==> src/aperture_cfg_pkg.sv <==
package aperture_cfg_pkg;

    // --------------------------------------------------------------
    // configuration access carriers
    // --------------------------------------------------------------
    typedef struct packed {
        logic        rd;      // read strobe, one cycle
        logic        wr;      // write strobe, one cycle
        logic [7:0]  dword;   // byte offset, low two bits ignored
        logic [3:0]  be;      // byte enables
        logic [31:0] wdata;   // write data
    } cfg_req_t;

    typedef struct packed {
        logic        valid;   // read answer valid, one cycle
        logic [31:0] rdata;   // read data
    } cfg_rsp_t;

    // --------------------------------------------------------------
    // offsets, fields and reset values
    // --------------------------------------------------------------
    localparam logic [7:0] OFS_LATENCY_TIMER_STUB = 8'h0d;
    localparam logic [7:0] OFS_HEADER_LAYOUT = 8'h0e;
    localparam logic [7:0] OFS_APERTURE_BASE = 8'h10;
    localparam logic [7:0] OFS_SUBSYSTEM_MAKER_CODE = 8'h2c;

    localparam logic [7:0] LATENCY_TIMER_VALUE = 8'h00;
    localparam logic [7:0] HEADER_LAYOUT_VALUE = 8'h00;
    localparam logic [31:0] APERTURE_BASE_RESET = 32'h0000_0008;
    localparam logic [15:0] SUBSYSTEM_MAKER_RESET = 16'h0000;

    localparam int UPPER_LSB = 28;          // base_upper_field 31:28
    localparam int MIDDLE_LSB = 22;         // base_middle_field 27:22
    localparam int MIDDLE_W = 6;
    localparam logic PREFETCHABLE_FLAG = 1'b1;
    localparam logic [1:0] ADDR_TYPE_ANY32 = 2'b00;
    localparam logic MEMORY_SPACE_FLAG = 1'b0;

endpackage

==> src/aperture_decode.sv <==
`timescale 1ns/1ps
module aperture_decode
    import aperture_cfg_pkg::*;
(
    // base programming
    input wire logic [3:0] base_upper,
    input wire logic [MIDDLE_W-1:0] base_middle,
    input wire logic [MIDDLE_W-1:0] size_mask,
    input wire logic enable,
    // memory address to test
    input wire logic [31:0] mem_addr,
    input wire logic mem_valid,
    // result
    output logic hit
);

    // --------------------------------------------------------------
    // range compare
    // --------------------------------------------------------------
    logic [9:0] base_bits;  // address bits 31:22 of the base
    logic [9:0] cmp_mask;   // bits that take part in the compare

    // masked bits are don't-care, widening the window to the size
    always_comb begin
        base_bits = {base_upper, base_middle & ~size_mask};
        cmp_mask = {4'hf, ~size_mask};
        hit = mem_valid && enable &&
              (((mem_addr[31:22] ^ base_bits) & cmp_mask) == 10'h000);  // RQ10 RQ11
    end

endmodule

==> src/aperture_cfg_regs.sv <==
`timescale 1ns/1ps
// Function
// RQ1 - latency timer byte reads zero, writes ignored
// RQ2 - header type byte always reads zero
// RQ3 - base bits 31:28 fully read/write
// RQ4 - base bits 27:22 writable unless size-masked
// RQ5 - base bits 21:4 read zero always
// RQ6 - base bit 3 reads one, prefetchable
// RQ7 - aperture reads side-effect free, all bytes
// RQ8 - base bits 2:1 read 00
// RQ9 - base bit 0 reads zero, memory
// RQ10 - translate accesses falling inside aperture range
// RQ11 - aperture accesses gated by misc enable bit
// RQ12 - subsystem maker code writable once only
// RQ13 - aperture enable resets to zero, disabled
// RQ14 - size mask zeroes and locks middle bits
module aperture_cfg_regs
    import aperture_cfg_pkg::*;
(
    // clock and reset
    input wire logic clk,
    input wire logic arst_n,
    // configuration access
    input wire cfg_req_t cfg_req,
    output cfg_rsp_t cfg_rsp,
    // settings held elsewhere in the header
    input wire logic [MIDDLE_W-1:0] aperture_size_select,
    input wire logic aperture_access_enable,
    // memory path probe
    input wire logic [31:0] mem_addr,
    input wire logic mem_valid,
    output logic mem_translate,
    // state views
    output logic [31:0] aperture_base,
    output logic [15:0] subsystem_maker_code,
    output logic maker_code_locked
);

    // --------------------------------------------------------------
    // storage
    // --------------------------------------------------------------
    logic [3:0] base_upper_field_r;           // top four base bits
    logic [MIDDLE_W-1:0] base_middle_field_r; // size-dependent bits
    logic [15:0] subsystem_maker_field_r;     // write-once code
    logic maker_locked_r;                     // set by first write
    logic [31:0] rdata_r;                     // read answer data
    logic rvalid_r;                           // read answer strobe

    logic [31:0] base_view;                   // assembled base word
    logic [31:0] dword_view;                  // word at requested offset
    logic [7:0] word_addr;                    // dword-aligned offset
    logic [31:0] wmask;                       // byte enables as bits

    assign word_addr = {cfg_req.dword[7:2], 2'b00};

    // per-byte write mask from the enables
    genvar gi;
    generate
        for (gi = 0; gi < 4; gi++) begin : g_wmask
            assign wmask[gi*8 +: 8] = {8{cfg_req.be[gi]}};
        end
    endgenerate

    // --------------------------------------------------------------
    // base register view
    // --------------------------------------------------------------
    // fixed attribute bits are constants, so no storage to corrupt
    always_comb begin
        base_view = 32'h0000_0000;                                  // RQ5
        base_view[31:UPPER_LSB] = base_upper_field_r;               // RQ3
        base_view[27:MIDDLE_LSB] = base_middle_field_r
                                   & ~aperture_size_select;         // RQ4 RQ14
        base_view[3] = PREFETCHABLE_FLAG;                           // RQ6
        base_view[2:1] = ADDR_TYPE_ANY32;                           // RQ8
        base_view[0] = MEMORY_SPACE_FLAG;                           // RQ9
    end

    // --------------------------------------------------------------
    // upper base bits
    // --------------------------------------------------------------
    always_ff @(posedge clk or negedge arst_n) begin
        if (!arst_n) begin
            base_upper_field_r <= APERTURE_BASE_RESET[31:UPPER_LSB];
        end else if (cfg_req.wr && word_addr == OFS_APERTURE_BASE && cfg_req.be[3]) begin
            base_upper_field_r <= cfg_req.wdata[31:UPPER_LSB];     // RQ3
        end
    end

    // --------------------------------------------------------------
    // middle base bits
    // --------------------------------------------------------------
    // masked bits keep their old value; they also read zero, so a
    // later size change exposes whatever was stored before it
    always_ff @(posedge clk or negedge arst_n) begin
        if (!arst_n) begin
            base_middle_field_r <= APERTURE_BASE_RESET[27:MIDDLE_LSB];
        end else if (cfg_req.wr && word_addr == OFS_APERTURE_BASE) begin
            // bits 27:24 in byte 3, 23:22 in byte 2
            if (cfg_req.be[3]) begin
                base_middle_field_r[5:2] <= (cfg_req.wdata[27:24] & ~aperture_size_select[5:2])
                    | (base_middle_field_r[5:2] & aperture_size_select[5:2]);  // RQ4 RQ14
            end
            if (cfg_req.be[2]) begin
                base_middle_field_r[1:0] <= (cfg_req.wdata[23:22] & ~aperture_size_select[1:0])
                    | (base_middle_field_r[1:0] & aperture_size_select[1:0]);  // RQ4 RQ14
            end
        end
    end

    // --------------------------------------------------------------
    // subsystem maker code, write once
    // --------------------------------------------------------------
    // any write touching either byte locks the whole field
    always_ff @(posedge clk or negedge arst_n) begin
        if (!arst_n) begin
            subsystem_maker_field_r <= SUBSYSTEM_MAKER_RESET;
            maker_locked_r <= 1'b0;
        end else if (cfg_req.wr && word_addr == OFS_SUBSYSTEM_MAKER_CODE
                     && (|cfg_req.be[1:0]) && !maker_locked_r) begin
            subsystem_maker_field_r <= (cfg_req.wdata[15:0] & wmask[15:0])
                | (subsystem_maker_field_r & ~wmask[15:0]);         // RQ12
            maker_locked_r <= 1'b1;                                 // RQ12
        end
    end

    // --------------------------------------------------------------
    // read mux
    // --------------------------------------------------------------
    // reads have no side effect and return full words; the byte
    // enables only matter to the requester
    always_comb begin
        unique case (word_addr)
            8'h0c: begin
                // latency timer at byte 1, header layout at byte 2
                dword_view = {8'h00, HEADER_LAYOUT_VALUE,
                              LATENCY_TIMER_VALUE, 8'h00};          // RQ1 RQ2
            end
            OFS_APERTURE_BASE: begin
                dword_view = base_view;                             // RQ7
            end
            OFS_SUBSYSTEM_MAKER_CODE: begin
                dword_view = {16'h0000, subsystem_maker_field_r};
            end
            default: begin
                // other offsets belong to neighbouring logic
                dword_view = 32'h0000_0000;
            end
        endcase
    end

    // one-cycle registered read answer
    always_ff @(posedge clk or negedge arst_n) begin
        if (!arst_n) begin
            rdata_r <= 32'h0000_0000;
            rvalid_r <= 1'b0;
        end else begin
            rvalid_r <= cfg_req.rd;
            if (cfg_req.rd) begin
                rdata_r <= dword_view;
            end
        end
    end

    assign cfg_rsp.valid = rvalid_r;
    assign cfg_rsp.rdata = rdata_r;

    // --------------------------------------------------------------
    // aperture range decode
    // --------------------------------------------------------------
    // the enable comes from the misc register, reset there to zero
    aperture_decode u_decode (
        .base_upper(base_upper_field_r),
        .base_middle(base_middle_field_r),
        .size_mask(aperture_size_select),
        .enable(aperture_access_enable),  // RQ11 RQ13
        .mem_addr(mem_addr),
        .mem_valid(mem_valid),
        .hit(mem_translate)
    );

    // --------------------------------------------------------------
    // state views
    // --------------------------------------------------------------
    assign aperture_base = base_view;
    assign subsystem_maker_code = subsystem_maker_field_r;
    assign maker_code_locked = maker_locked_r;

endmodule

==> config.mk <==
export PLATFORM = sky130hd
export DESIGN_NAME = aperture_cfg_regs
export DESIGN_NICKNAME = d
export VERILOG_FILES = /design/src/aperture_cfg_pkg.sv /design/src/aperture_decode.sv /design/src/aperture_cfg_regs.sv
export SDC_FILE = /design/constraint.sdc
export NUM_CORES = 1
export LEC_CHECK = 0
export BUFFER_PORTS_ARGS = -buffer_cell sky130_fd_sc_hd__buf_2
export CORE_MARGIN = 5
export CORE_UTILIZATION = 40
export DETAILED_ROUTE_END_ITERATION = 6
export PLACE_DENSITY = 0.83
export SLEW_MARGIN = 15
export SYNTH_ARGS = -nofsm -noshare
export SYNTH_HDL_FRONTEND = slang
export SYNTH_SLANG_ARGS = --single-unit
==> constraint.sdc <==
create_clock -name clk -period 1.7 [get_ports clk]
set_input_delay 0.17 -clock clk [delete_from_list [all_inputs] [get_ports clk]]
set_output_delay 0.17 -clock clk [all_outputs]
set_load 0.005 [all_outputs]
-- After elaboration in Yosys (flattened, before gate mapping)
Cells that the tools add are included.
- word-level logic and storage cells: 38
- input bits: 88
- output and inout bits: 83
- flip-flop bits (word level): 60
- reduce and logical (&&, ||, !) cells: 12
- multiplexer cells: 1
- equality and inequality tests: 2
- bitwise gates (word level): 16
- operators by type and width (cell ; count):
    case mux 32 bit (2 select lines) ; 1
    bitwise AND 16 bit ; 2
    inverter 16 bit ; 1
    bitwise OR 16 bit ; 1
    bitwise AND 10 bit ; 1
    logical NOT 10 bit ; 1
    bitwise XOR 10 bit ; 1
    bitwise AND 4 bit ; 2
    logical AND 1 bit ; 7
    bitwise AND 6 bit ; 1
    equality test 6 x 3 -> 1 bit, second input constant ; 1
    equality test 6 x 4 -> 1 bit, second input constant ; 1
    inverter 6 bit ; 1
    bitwise AND 2 bit ; 2
    inverter 4 bit ; 1
    bitwise OR 4 bit ; 1
    AND reduction 2 bit ; 2
    inverter 2 bit ; 1
    bitwise OR 2 bit ; 1
    OR reduction 2 bit ; 1
    logical NOT 1 bit ; 1

-- Longest topological paths before layout
Gate-level depths: netlist (run 1).
- word-level depth: 6
- gate-level depth with buffers: 5
- depth with buffers taken out: 3

-- Cells and area by module
Synthesis (run 1) repeated with hierarchy kept, for this count alone.
- cells, all modules: 248
- area total of the unflattened synthesis: 2636.3 sq um
- by module, submodules not included (module ; cells each ; seq. area each (sq um) ; area an instance (sq um) ; instances):
    aperture_cfg_regs ; 230 ; 1351.3 ; 2492.4 ; 1
    aperture_decode ; 18 ; 0.0 ; 143.9 ; 1

-- Worst setup path before layout (run 1)
No wires, ideal clock.
- path type: input port to flip-flop
- start point: input port cfg_req[39] (netlist bit)
- end point: register base_upper_field_r[0]
- path buffers: 2
- data arrival time: 1.660 ns
- setup time: 0.125 ns
- path slack: -0.086 ns
- data required time: 1.575 ns
- stages on the path: 5
- cell sequence: or4b_1 buf_2 or4_4 buf_6 mux2_4
- word-level cells in the longest chain between the ends: 3
- ends and longest elaborated chain (what ; line ; source):
    start: declaration ; aperture_cfg_regs.sv:24 ; input wire cfg_req_t cfg_req,
    equality test 6 x 3 -> 1 bit ; aperture_cfg_regs.sv:84 ; end else if (cfg_req.wr && word_addr == OFS_APERTURE_BASE && cfg_req.be[3]) begin
    logical AND 1 bit (2 in series) ; aperture_cfg_regs.sv:84 ;
    end signal: assignment ; aperture_cfg_regs.sv:83 ; base_upper_field_r <= APERTURE_BASE_RESET[31:UPPER_LSB];
    end signal: assignment ; aperture_cfg_regs.sv:85 ; base_upper_field_r <= cfg_req.wdata[31:UPPER_LSB];
    end: declaration ; aperture_cfg_regs.sv:42 ; logic [3:0] base_upper_field_r;
No other way between the ends.
A chain may end at the register's enable or synchronous reset.

==> results.txt, run 1 <==
wl on met1 -> 2540 um
max incr delay on CP -> 0.41 ns
Leakage -> 1.79 nW
Die Height -> 91.2 um
leading cell type in the layout, fill and taps excluded -> buf_2
area post-placement -> 0.00322 mm2
register area share after synthesis -> 51.2%
clk sinks -> 54
nets -> 454
Cells after Synth -> 248
crit path kind -> reg2out
Post-Layout Cell Count -> 444
TritonCTS Buffers -> 5
die footprint -> 0.00832 mm2
syn_area_per_cell -> 10.6 um2
Antenna diodes -> 0
worst path buffer plus inverter count -> 1
Finish-stage setup viols -> 1
vias -> 2122
first-pass GRT wire length -> 10400 um
Worst-path clk slew -> 0.10 ns
DR top layer -> met4
Worst Setup Slack, final -> -0.0230 ns
Yosys cell types -> 31
worst skew pair latency -> 0.31 ns
share of cells above drive strength 1 -> 46.3%
DR WL met2 -> 3170 um
Clock Tree Buf Depth -> 2
Fin Clk Skew -> 0.00717 ns
Max Clk Rate -> 0.580 GHz
Inst Count DP -> 431
Die W -> 91.2 um
global placer's final weighted congestion -> 0.812
Slowest-stage cell, CP -> dfrtp_1
largest net degree at the start of global routing -> 55
CP required -> 1.53 ns
pwr/cell area -> 736 mW/mm2
Port Buf Inserts -> 112
DP Wirelength -> 4970 um
GRT overflow -> 0
Row Count -> 29
Mapped Area -> 0.00264 mm2
commonest non-fill, non-tap cells in the layout -> buf_2, dfrtp_1, inv_1
DR WL met3 -> 620 um
Max Cap Violations -> 0
TritonCTS clock tree -> built
CP Capture Type -> primary output
CTS H-tree lvls -> 2
first-pass detailed-route iteration total -> 5
worst path cell trace -> xor2_1 > a222oi_1 > nor4b_2 > buf_2
clk root buf -> clkbuf_8
Ys Warns -> 0
final hold slack -> 0.0852 ns
Via-to-Cell Ratio -> 4.78
startpoint types -> flip-flop
initial antenna violation count -> 0
Final Max Slew Viols -> 0
cell family with most CP delay -> flip-flops
CP Data Arrival Time -> 1.55 ns
Routed WL -> 6390 um
status -> finished with violations
Hold WC Path Type -> in2reg
Seq cells post-synth -> 54
Period Utilization, post-route -> 101%
drt drc -> 0
GRT Util Overall -> 15.2%
min cycle time layout -> 1.72 ns
Worst VDD drop -> 0.392 mV
RSZ-0062 raised after global routing -> yes
Routed WL per cell -> 14.4 um
Core Area -> 0.00639 mm2
Top Ports -> 171
crit path max fanout -> 2
final instance area -> 0.00338 mm2
violated checks -> setup timing
endpoints failing hold -> 0
Iteration-0 DRC Markers -> 35
Synth-to-Final Area Change -> 27.9%
Routed Antenna Nets -> 0
Fillers -> 589
Starting Density -> 41.3%
vias in the first global route -> 2181
-- what timing repair did --
action,CTS,global route
endpoints found under the hold margin,54,0
gates resized for setup,4,0
setup buffers,3,1
gates cloned,0,0
endpoints found under the setup margin,1,1
hold buffers,1,0
pin swaps,4,1
-- power breakdown --
part | internal (mW) | total (mW) | switching [mW]
clock | 0.298 | 0.741 | 0.442
combinational | 0.184 | 0.362 | 0.178
sequential | 1.34 | 1.38 | 0.0434
total | 1.82 | 2.48 | 0.664
-- through the flow --
step,worst slack (ns),setup TNS (ns),util [%],power (mW)
3_3_place_gp,-0.0401,-0.298,50.4,1.74
5_1_grt,-0.109,-0.109,52.9,2.61
2_1_floorplan,-0.0799,-0.319,-,1.60
6_report,-0.0230,-0.0230,52.9,2.48
3_5_place_dp,-0.0489,-0.372,50.4,1.75
4_1_cts,-0.00813,-0.00813,52.7,2.52
-- layer usage --
layer  track usage (%)  vias to the layer above
li1                  -                     1005
met1              19.2                      997
met2              25.2                      112
met3              4.21                        8
met4              4.65                        0
met5                 0                        -
-- area by class of cell --
class | count | area [um2] | share of cell area [%]
clock buffers | 5 | 68.8 | 2.04
flip-flops and latches | 54 | 1350 | 40.1
multi-input cells | 148 | 1020 | 30.3
repair buffers | 126 | 693 | 20.5
inverters | 31 | 116 | 3.45
clock inverters | 3 | 26.3 | 0.778
well taps | 77 | 96.3 | 2.85
-- kinds of logic (layout without fill, tap and decap cells) --
kind of cell | count (synthesis) | count (layout) | share of synthesized area, %
xor+xnor | 10 | 10 | 3.32
buf+inv | 72 | 165 | 14.7
mux | 26 | 26 | 11.7
compound gates | 32 | 32 | 7.87
simple gates | 52 | 52 | 11.0
other cells | 2 | 28 | 0.284
flops | 54 | 54 | 51.2
-- cells in the mapped netlist --
cell type  number  area [um2]
a222oi_1        1        10.0
buf_1           1        3.75
buf_2           1        5.00
buf_4          29         218
buf_6           1        11.3
clkbuf_1        9        33.8
conb_1          2        7.51
dfrtp_1        54        1350
inv_1          31         116
mux2_2         22         248
mux2_4          4        60.1
nand2_1        27         101
nand2b_1        2        12.5
nand3_1         1        5.00
nand4b_1        1        8.76
nor2b_1         6        37.5
nor3_1          1        5.00
nor4_1          6        37.5
nor4_2          1        12.5
nor4_4          1        21.3
nor4b_1         1        8.76
o2111ai_1       1        8.76
o21ai_0         2        10.0
o21bai_1        1        7.51
o22a_1          1        8.76
o22ai_1        26         163
or2_2           3        18.8
or4_4           1        11.3
or4b_1          1        10.0
xnor2_1         7        61.3
xor2_1          3        26.3
-- final timing paths --
kind / from / end / cells after the start / slack, ns
min in group asynchronous: arst_n / async pin / 3 / 0.38
max reg2reg: maker_code_locked / flip-flop / 4 / 0.22
min reg2reg: rdata_r[0] / rdata_r[0] / 2 / 0.53
max in group asynchronous: arst_n / base_upper_field_r[2] / 3 / 1.07
min: cfg_req[13] / flip-flop / 2 / 0.09
max: flip-flop / mem_translate / 4 / -0.02
No activity file was read; power rests on OpenSTA's default activity.
==> inputs of run 2 (changes only) <==
--- a/config.mk
+++ b/config.mk
@@ -8,3 +8,3 @@
 export BUFFER_PORTS_ARGS = -buffer_cell sky130_fd_sc_hd__buf_2
-export CORE_MARGIN = 5
+export CORE_MARGIN = 2
 export CORE_UTILIZATION = 40
--- a/constraint.sdc
+++ b/constraint.sdc
@@ -3,2 +3,2 @@
 set_output_delay 0.17 -clock clk [all_outputs]
-set_load 0.005 [all_outputs]
+set_load 0.05 [all_outputs]
==> results.txt, run 2 (synthesis gave the netlist of run 1 again) <==
Critical R2R Launch -> maker_code_locked
worst skew pair latency -> 0.30 ns (about the same)
Hold WC Path Type -> in2reg
TritonCTS Buffers -> 5 (unchanged)
initial antenna violation count -> 0 (unchanged)
crit path kind -> reg2out
worst path cell trace -> xor2_1 > a222oi_1 > nor4b_4 > buf_6
share of cells above drive strength 1 -> 45.6% (-0.69 points)
Max Cap Violations -> 0 (unchanged)
Routed WL per cell -> 13.8 um (-4.2%)
Post-Layout Cell Count -> 443 (-0.23%)
endpoints failing hold -> 0 (unchanged)
Die W -> 85.2 um (-6.6%)
Row Count -> 29 (unchanged)
vias in the first global route -> 2094 (-4.0%)
Die Height -> 85.2 um (-6.6%)
Period Utilization, post-route -> 108% (+6.5 points)
Crit. path cell count -> 4 (unchanged)
Top Ports -> 171 (unchanged)
max incr delay on CP -> 0.39 ns (-0.02 ns)
Leakage -> 1.78 nW (-0.55%)
TritonCTS clock tree -> built
status -> finished with violations
Inst Count DP -> 432 (+0.23%)
pwr/cell area -> 823 mW/mm2 (+12%)
GRT Util Overall -> 17.0% (+1.8 points)
Fin Clk Skew -> 0.0114 ns (+0.00420 ns)
Max Clk Rate -> 0.545 GHz (-6.0%)
CTS H-tree lvls -> 2 (unchanged)
CP Data Arrival Time -> 1.66 ns (+0.11 ns)
Starting Density -> 41.6% (+0.24 points)
worst path buffer plus inverter count -> 1 (unchanged)
DP Wirelength -> 4820 um (-3.1%)
nets -> 453 (-0.22%)
clk root buf -> clkbuf_8
Worst VDD drop -> 0.395 mV (+0.71%)
startpoint types -> flip-flop
clk sinks -> 54 (unchanged)
CP endpoint -> mem_translate
Core Area -> 0.00635 mm2 (-0.57%)
Design Power -> 2.76 mW (+11%)
first-pass detailed-route iteration total -> 4 (-1)
GRT overflow -> 0 (unchanged)
die footprint -> 0.00727 mm2 (-13%)
Clock Tree Buf Depth -> 2 (unchanged)
Layout Utilization -> 52.8% (about the same)
Worst-path clk slew -> 0.10 ns (about the same)
Iteration-0 DRC Markers -> 77 (+120%)
Antenna diodes -> 0 (unchanged)
global placer's final weighted congestion -> 0.793 (-2.3%)
r2r setup slk -> 0.30 ns (+0.08 ns)
CP required -> 1.53 ns (about the same)
Final Max Slew Viols -> 0 (unchanged)
commonest non-fill, non-tap cells in the layout -> buf_2, dfrtp_1, inv_1
largest net degree at the start of global routing -> 29 (-47%)
min cycle time layout -> 1.83 ns (+0.110 ns)
drt drc -> 0 (unchanged)
Slowest-stage cell, CP -> dfrtp_1
Routed WL -> 6100 um (-4.4%)
leading cell type in the layout, fill and taps excluded -> buf_2
Worst Setup Slack, final -> -0.133 ns (-0.110 ns)
vias -> 2076 (-2.2%)
Via-to-Cell Ratio -> 4.69 (-1.9%)
crit path max fanout -> 2 (unchanged)
Routed Antenna Nets -> 0 (unchanged)
r2r worst-path depth -> 4 (unchanged)
final hold slack -> 0.0946 ns (+0.00935 ns)
cell family with most CP delay -> flip-flops
CP Capture Type -> primary output
Finish-stage setup viols -> 1 (unchanged)
Port Buf Inserts -> 112 (unchanged)
Synth-to-Final Area Change -> 27.0%
Hold Crit Depth -> 2 (unchanged)
violated checks -> setup timing
RSZ-0062 raised after global routing -> yes
first-pass GRT wire length -> 9750 um (-6.4%)
[run 2: worst min-delay path by stage]
| stage | from | endpoint | slack (ns) |
|---|---|---|---|
| after CTS | cfg_req[1] | flip-flop | 0.08 |
| after global routing | cfg_req[1] | flip-flop | 0.07 |
| final | cfg_req[9] | flip-flop | 0.09 |
| after global placement | arst_n | base_upper_field_r[0] | 0.14 |
| after detailed placement | arst_n | rdata_r[28] | 0.14 |
| after floorplan | arst_n | async pin | -0.13 |
[run 2: report_power, final]
group	switching [mW]	internal [mW]
registers	0.0428	1.34
logic	0.472	0.175
clock network	0.404	0.328
total	0.919	1.84
[run 2: what timing repair did]
item	in CTS	in global routing
gates resized for setup	2	0
setup endpoints to repair	1	1
buffers inserted	2	0
endpoints found under the hold margin	18	0
hold buffers	1	0
pin swaps	1	0
[run 2: per-layer routing]
metal,GRT usage (%),wire [um],vias up
met2,28.8,3130,81
met5,0,0,-
li1,-,-,1000
met4,3.75,15,0
met3,4.57,394,2
met1,21.8,2570,993
[run 2: worst register-to-register path: stages, from the launching register on]
cell and delay (ns):
dfrtp_1 0.41, nand2b_1 0.18, nor4_4 0.13, buf_4 0.22
mux2_2 0.35
[run 2: cell type report]
type                            instances  area, um2
Fill cell                             595       3000
Tap cell                               77       96.3
Clock inverter                          2       12.5
Multi-Input combinational cell        148       1030
Clock buffer                            6       82.6
Inverter                               31        116
Timing Repair Buffer                  125        667
Sequential cell                        54       1350
[run 2: per-stage QoR]
stage / worst slack [ns] / cell area, um2 / TNS, ns
after detailed placement: -0.109 / 3230 / -0.830
after CTS: -0.150 / 3350 / -0.150
after global routing: -0.209 / 3350 / -0.209
after floorplan: -0.102 / 2770 / -0.423
after global placement: -0.0723 / 3230 / -0.551
final: -0.133 / 3350 / -0.133
==> inputs of run 3 (changes only) <==
Settings changed: BUFFER_PORTS_ARGS -buffer_cell sky130_fd_sc_hd__buf_2 to not set, DONT_BUFFER_PORTS set to 1, MAX_ROUTING_LAYER set to met4, PLACE_DENSITY 0.83 to 0.61, SYNTH_HIERARCHICAL set to 1.
==> results.txt, run 3 <==
Register Area -> 0.00136 mm2 (+0.28%)
CTS H-tree lvls -> 2 (unchanged)
Leakage -> 1.37 nW (-23%)
nets -> 367 (-19%)
Comb power frac -> 16.9% (-6.5 points)
commonest non-fill, non-tap cells in the layout -> dfrtp_1, inv_1, nand2_1, conb_1, o22ai_1
Hold WC Path Type -> in2reg
pre-CTS setup slack -> 0.0166 ns (+0.125 ns)
Synth-to-Final Area Change -> 15.9%
worst skew pair latency -> 0.30 ns (about the same)
Max Cap Violations -> 0 (unchanged)
Mapped Area -> 0.00264 mm2 (-0.14%)
Period Utilization, post-route -> 109% (+1.6 points)
Die Height -> 85.2 um (about the same)
initial antenna violation count -> 0 (unchanged)
Via-to-Cell Ratio -> 4.96 (+5.9%)
first-pass GRT wire length -> 9070 um (-7.0%)
clock power share -> 26.4% (about the same)
die footprint -> 0.00726 mm2 (-0.13%)
Design Power -> 2.66 mW (-3.4%)
top cells by area, synth -> dfrtp_1, mux2_2, buf_4, o22ai_1, inv_1
Post-synth EDFFs -> 0 (unchanged)
clk root buf -> clkbuf_8
Core Area -> 0.00635 mm2 (unchanged)
largest net degree at the start of global routing -> 55 (+90%)
Routed WL -> 5880 um (-3.7%)
syn_area_per_cell -> 10.6 um2 (-0.14%)
post-synth top area cell -> dfrtp_1
TritonCTS Buffers -> 5 (unchanged)
Inst Count DP -> 324 (-25%)
Clock Tree Buf Depth -> 2 (unchanged)
Seq pwr share -> 56.7% (+6.7 points)
Starting Density -> 41.5% (-0.059 points)
crit path max fanout -> 2 (unchanged)
Async SR Flop Fraction -> 100% (unchanged)
Ys Warns -> 6 (+6)
status -> finished with violations
Seq cells post-synth -> 54 (unchanged)
Die W -> 85.2 um (about the same)
Resize count post-CTS -> 0 (-2)
setup_tns -> -0.160 ns (-0.0264 ns)
Worst Tran Pin Value -> 0.976 ns
DR top layer -> met4
Top Ports -> 171 (unchanged)
Iteration-0 DRC Markers -> 76 (-1.3%)
Worst Setup Slack, final -> -0.160 ns (-0.0264 ns)
GRT overflow -> 0 (unchanged)
Finish-stage setup viols -> 1 (unchanged)
startpoint types -> flip-flop
global placer's final weighted congestion -> 0.760 (-4.2%)
Psw -> 890 uW (-3.1%)
P_int -> 1.77 mW (-3.6%)
register area share after synthesis -> 51.3% (+0.073 points)
DR WL met2 -> 2850 um (-8.8%)
top cell type's share of synthesized area -> 51.3% (+0.073 points)
r2r setup slk -> 0.22 ns (-0.08 ns)
Routed Antenna Nets -> 0 (unchanged)
CP Capture Type -> primary output
multi-input logic area -> 0.00101 mm2 (-2.0%)
DP Wirelength -> 3910 um (-19%)
CP required -> 1.53 ns (about the same)
vias -> 1771 (-15%)
crit path kind -> reg2out
Antenna diodes -> 0 (unchanged)
drt drc -> 0 (unchanged)
Fillers -> 609 (+2.4%)
Main synth FF type -> dfrtp_1
count leader, synth -> dfrtp_1
Worst-path clk slew -> 0.09 ns (about the same)
pwr/cell area -> 873 mW/mm2 (+6.0%)
HP Start -> cfg_req[45]
first-pass detailed-route iteration total -> 4 (unchanged)
Routed WL per cell -> 16.5 um (+19%)
leading cell type in the layout, fill and taps excluded -> dfrtp_1
DR WL met3 -> 522 um (+32%)
share of cells above drive strength 1 -> 22.1% (-23 points)
GRT Util Overall -> 16.5% (-0.45 points)
Row Count -> 29 (unchanged)
Max Clk Rate -> 0.538 GHz (-1.4%)
slew margin rel. -> 34.8%
Fin Clk Skew -> 0.00478 ns (-0.00660 ns)
min cycle time layout -> 1.86 ns (+0.0264 ns)
Final Max Slew Viols -> 0 (unchanged)
Port Buf Inserts -> 0 (-100%)
Worst VDD drop -> 0.507 mV (+28%)
vias in the first global route -> 1795 (-14%)
clk sinks -> 54 (unchanged)
synth cell count leaders -> dfrtp_1, inv_1, buf_4
switch share -> 33.4% (+0.13 points)
Post-Layout Cell Count -> 357 (-19%)
endpoints failing hold -> 0 (unchanged)
Yosys cell types -> 29 (-6.5%)
RSZ-0062 raised after global routing -> yes
violated checks -> setup timing
CP Data Arrival Time -> 1.69 ns (+0.03 ns)
wl on met1 -> 2480 um (-3.4%)
Cells after Synth -> 248 (unchanged)
TritonCTS clock tree -> built
-- run 3: critical path, cell delays in order (launching register included) --
cell      delay [ns]
dfrtp_1         0.40
xor2_1          0.14
a222oi_1        0.36
nor4b_4         0.31
buf_12          0.18
-- run 3: logic make-up (layout without fill, tap and decap cells) --
group           after synthesis  count (layout)  share of synthesized area (%)
compound gates               32              32                           7.88
xor+xnor                     10              10                           3.32
buf+inv                      72              78                           14.8
flops                        54              54                           51.3
mux                          26              26                           11.7
other cells                   2              28                          0.285
simple gates                 52              52                           10.8
-- run 3: power groups by stage --
| stage | combinational (mW) | clock, mW | sequential (mW) |
|---|---|---|---|
| floorplan | 0.337 | 0 | 1.57 |
| global placement | 0.348 | 0 | 1.53 |
| detailed placement | 0.351 | 0 | 1.54 |
| CTS | 0.447 | 0.747 | 1.51 |
| global route | 0.483 | 0.778 | 1.52 |
| finish | 0.450 | 0.704 | 1.51 |
-- run 3: stage by stage --
step	area (um2)	hold WS [ns]	util, %
2_1_floorplan	2760	-0.126	-
3_3_place_gp	2690	-0.124	42.4
3_5_place_dp	2690	-0.124	42.4
4_1_cts	3020	0.000140	47.6
5_1_grt	3050	0.000100	48.1
6_report	3050	0.0170	48.1
-- run 3: cell type report --
type	instances	area share, %
clock inverter	2	0.451
clock buffer	6	2.38
timing repair buffer	39	12.9
inverter	31	3.81
multi-input combinational	148	32.9
sequential	54	44.4
tap	77	3.15
-- run 3: repair_timing --
item | 4_1_cts | 5_1_grt
hold endpoints to repair | 96 | 3
hold buffers | 21 | 3
setup endpoints to repair | 1 | 1
pin swaps | 2 | 0
buffers inserted | 1 | 0
-- run 3: final timing paths --
path / end / cells past startpoint
setup / recovery: mem_translate / 4
max in group asynchronous: base_upper_field_r[2] / 2
hold reg to reg: flip-flop / 1
min in group asynchronous: async pin / 2
setup reg to reg: rdata_r[25] / 3
hold / removal: rdata_r[4] / 2
-- run 3: per-layer routing --
metal  up-vias  track usage (%)
li1        831                -
met1       848             20.4
met2        90             26.4
met3         2             5.64
met4         0             3.46
met5         -                -
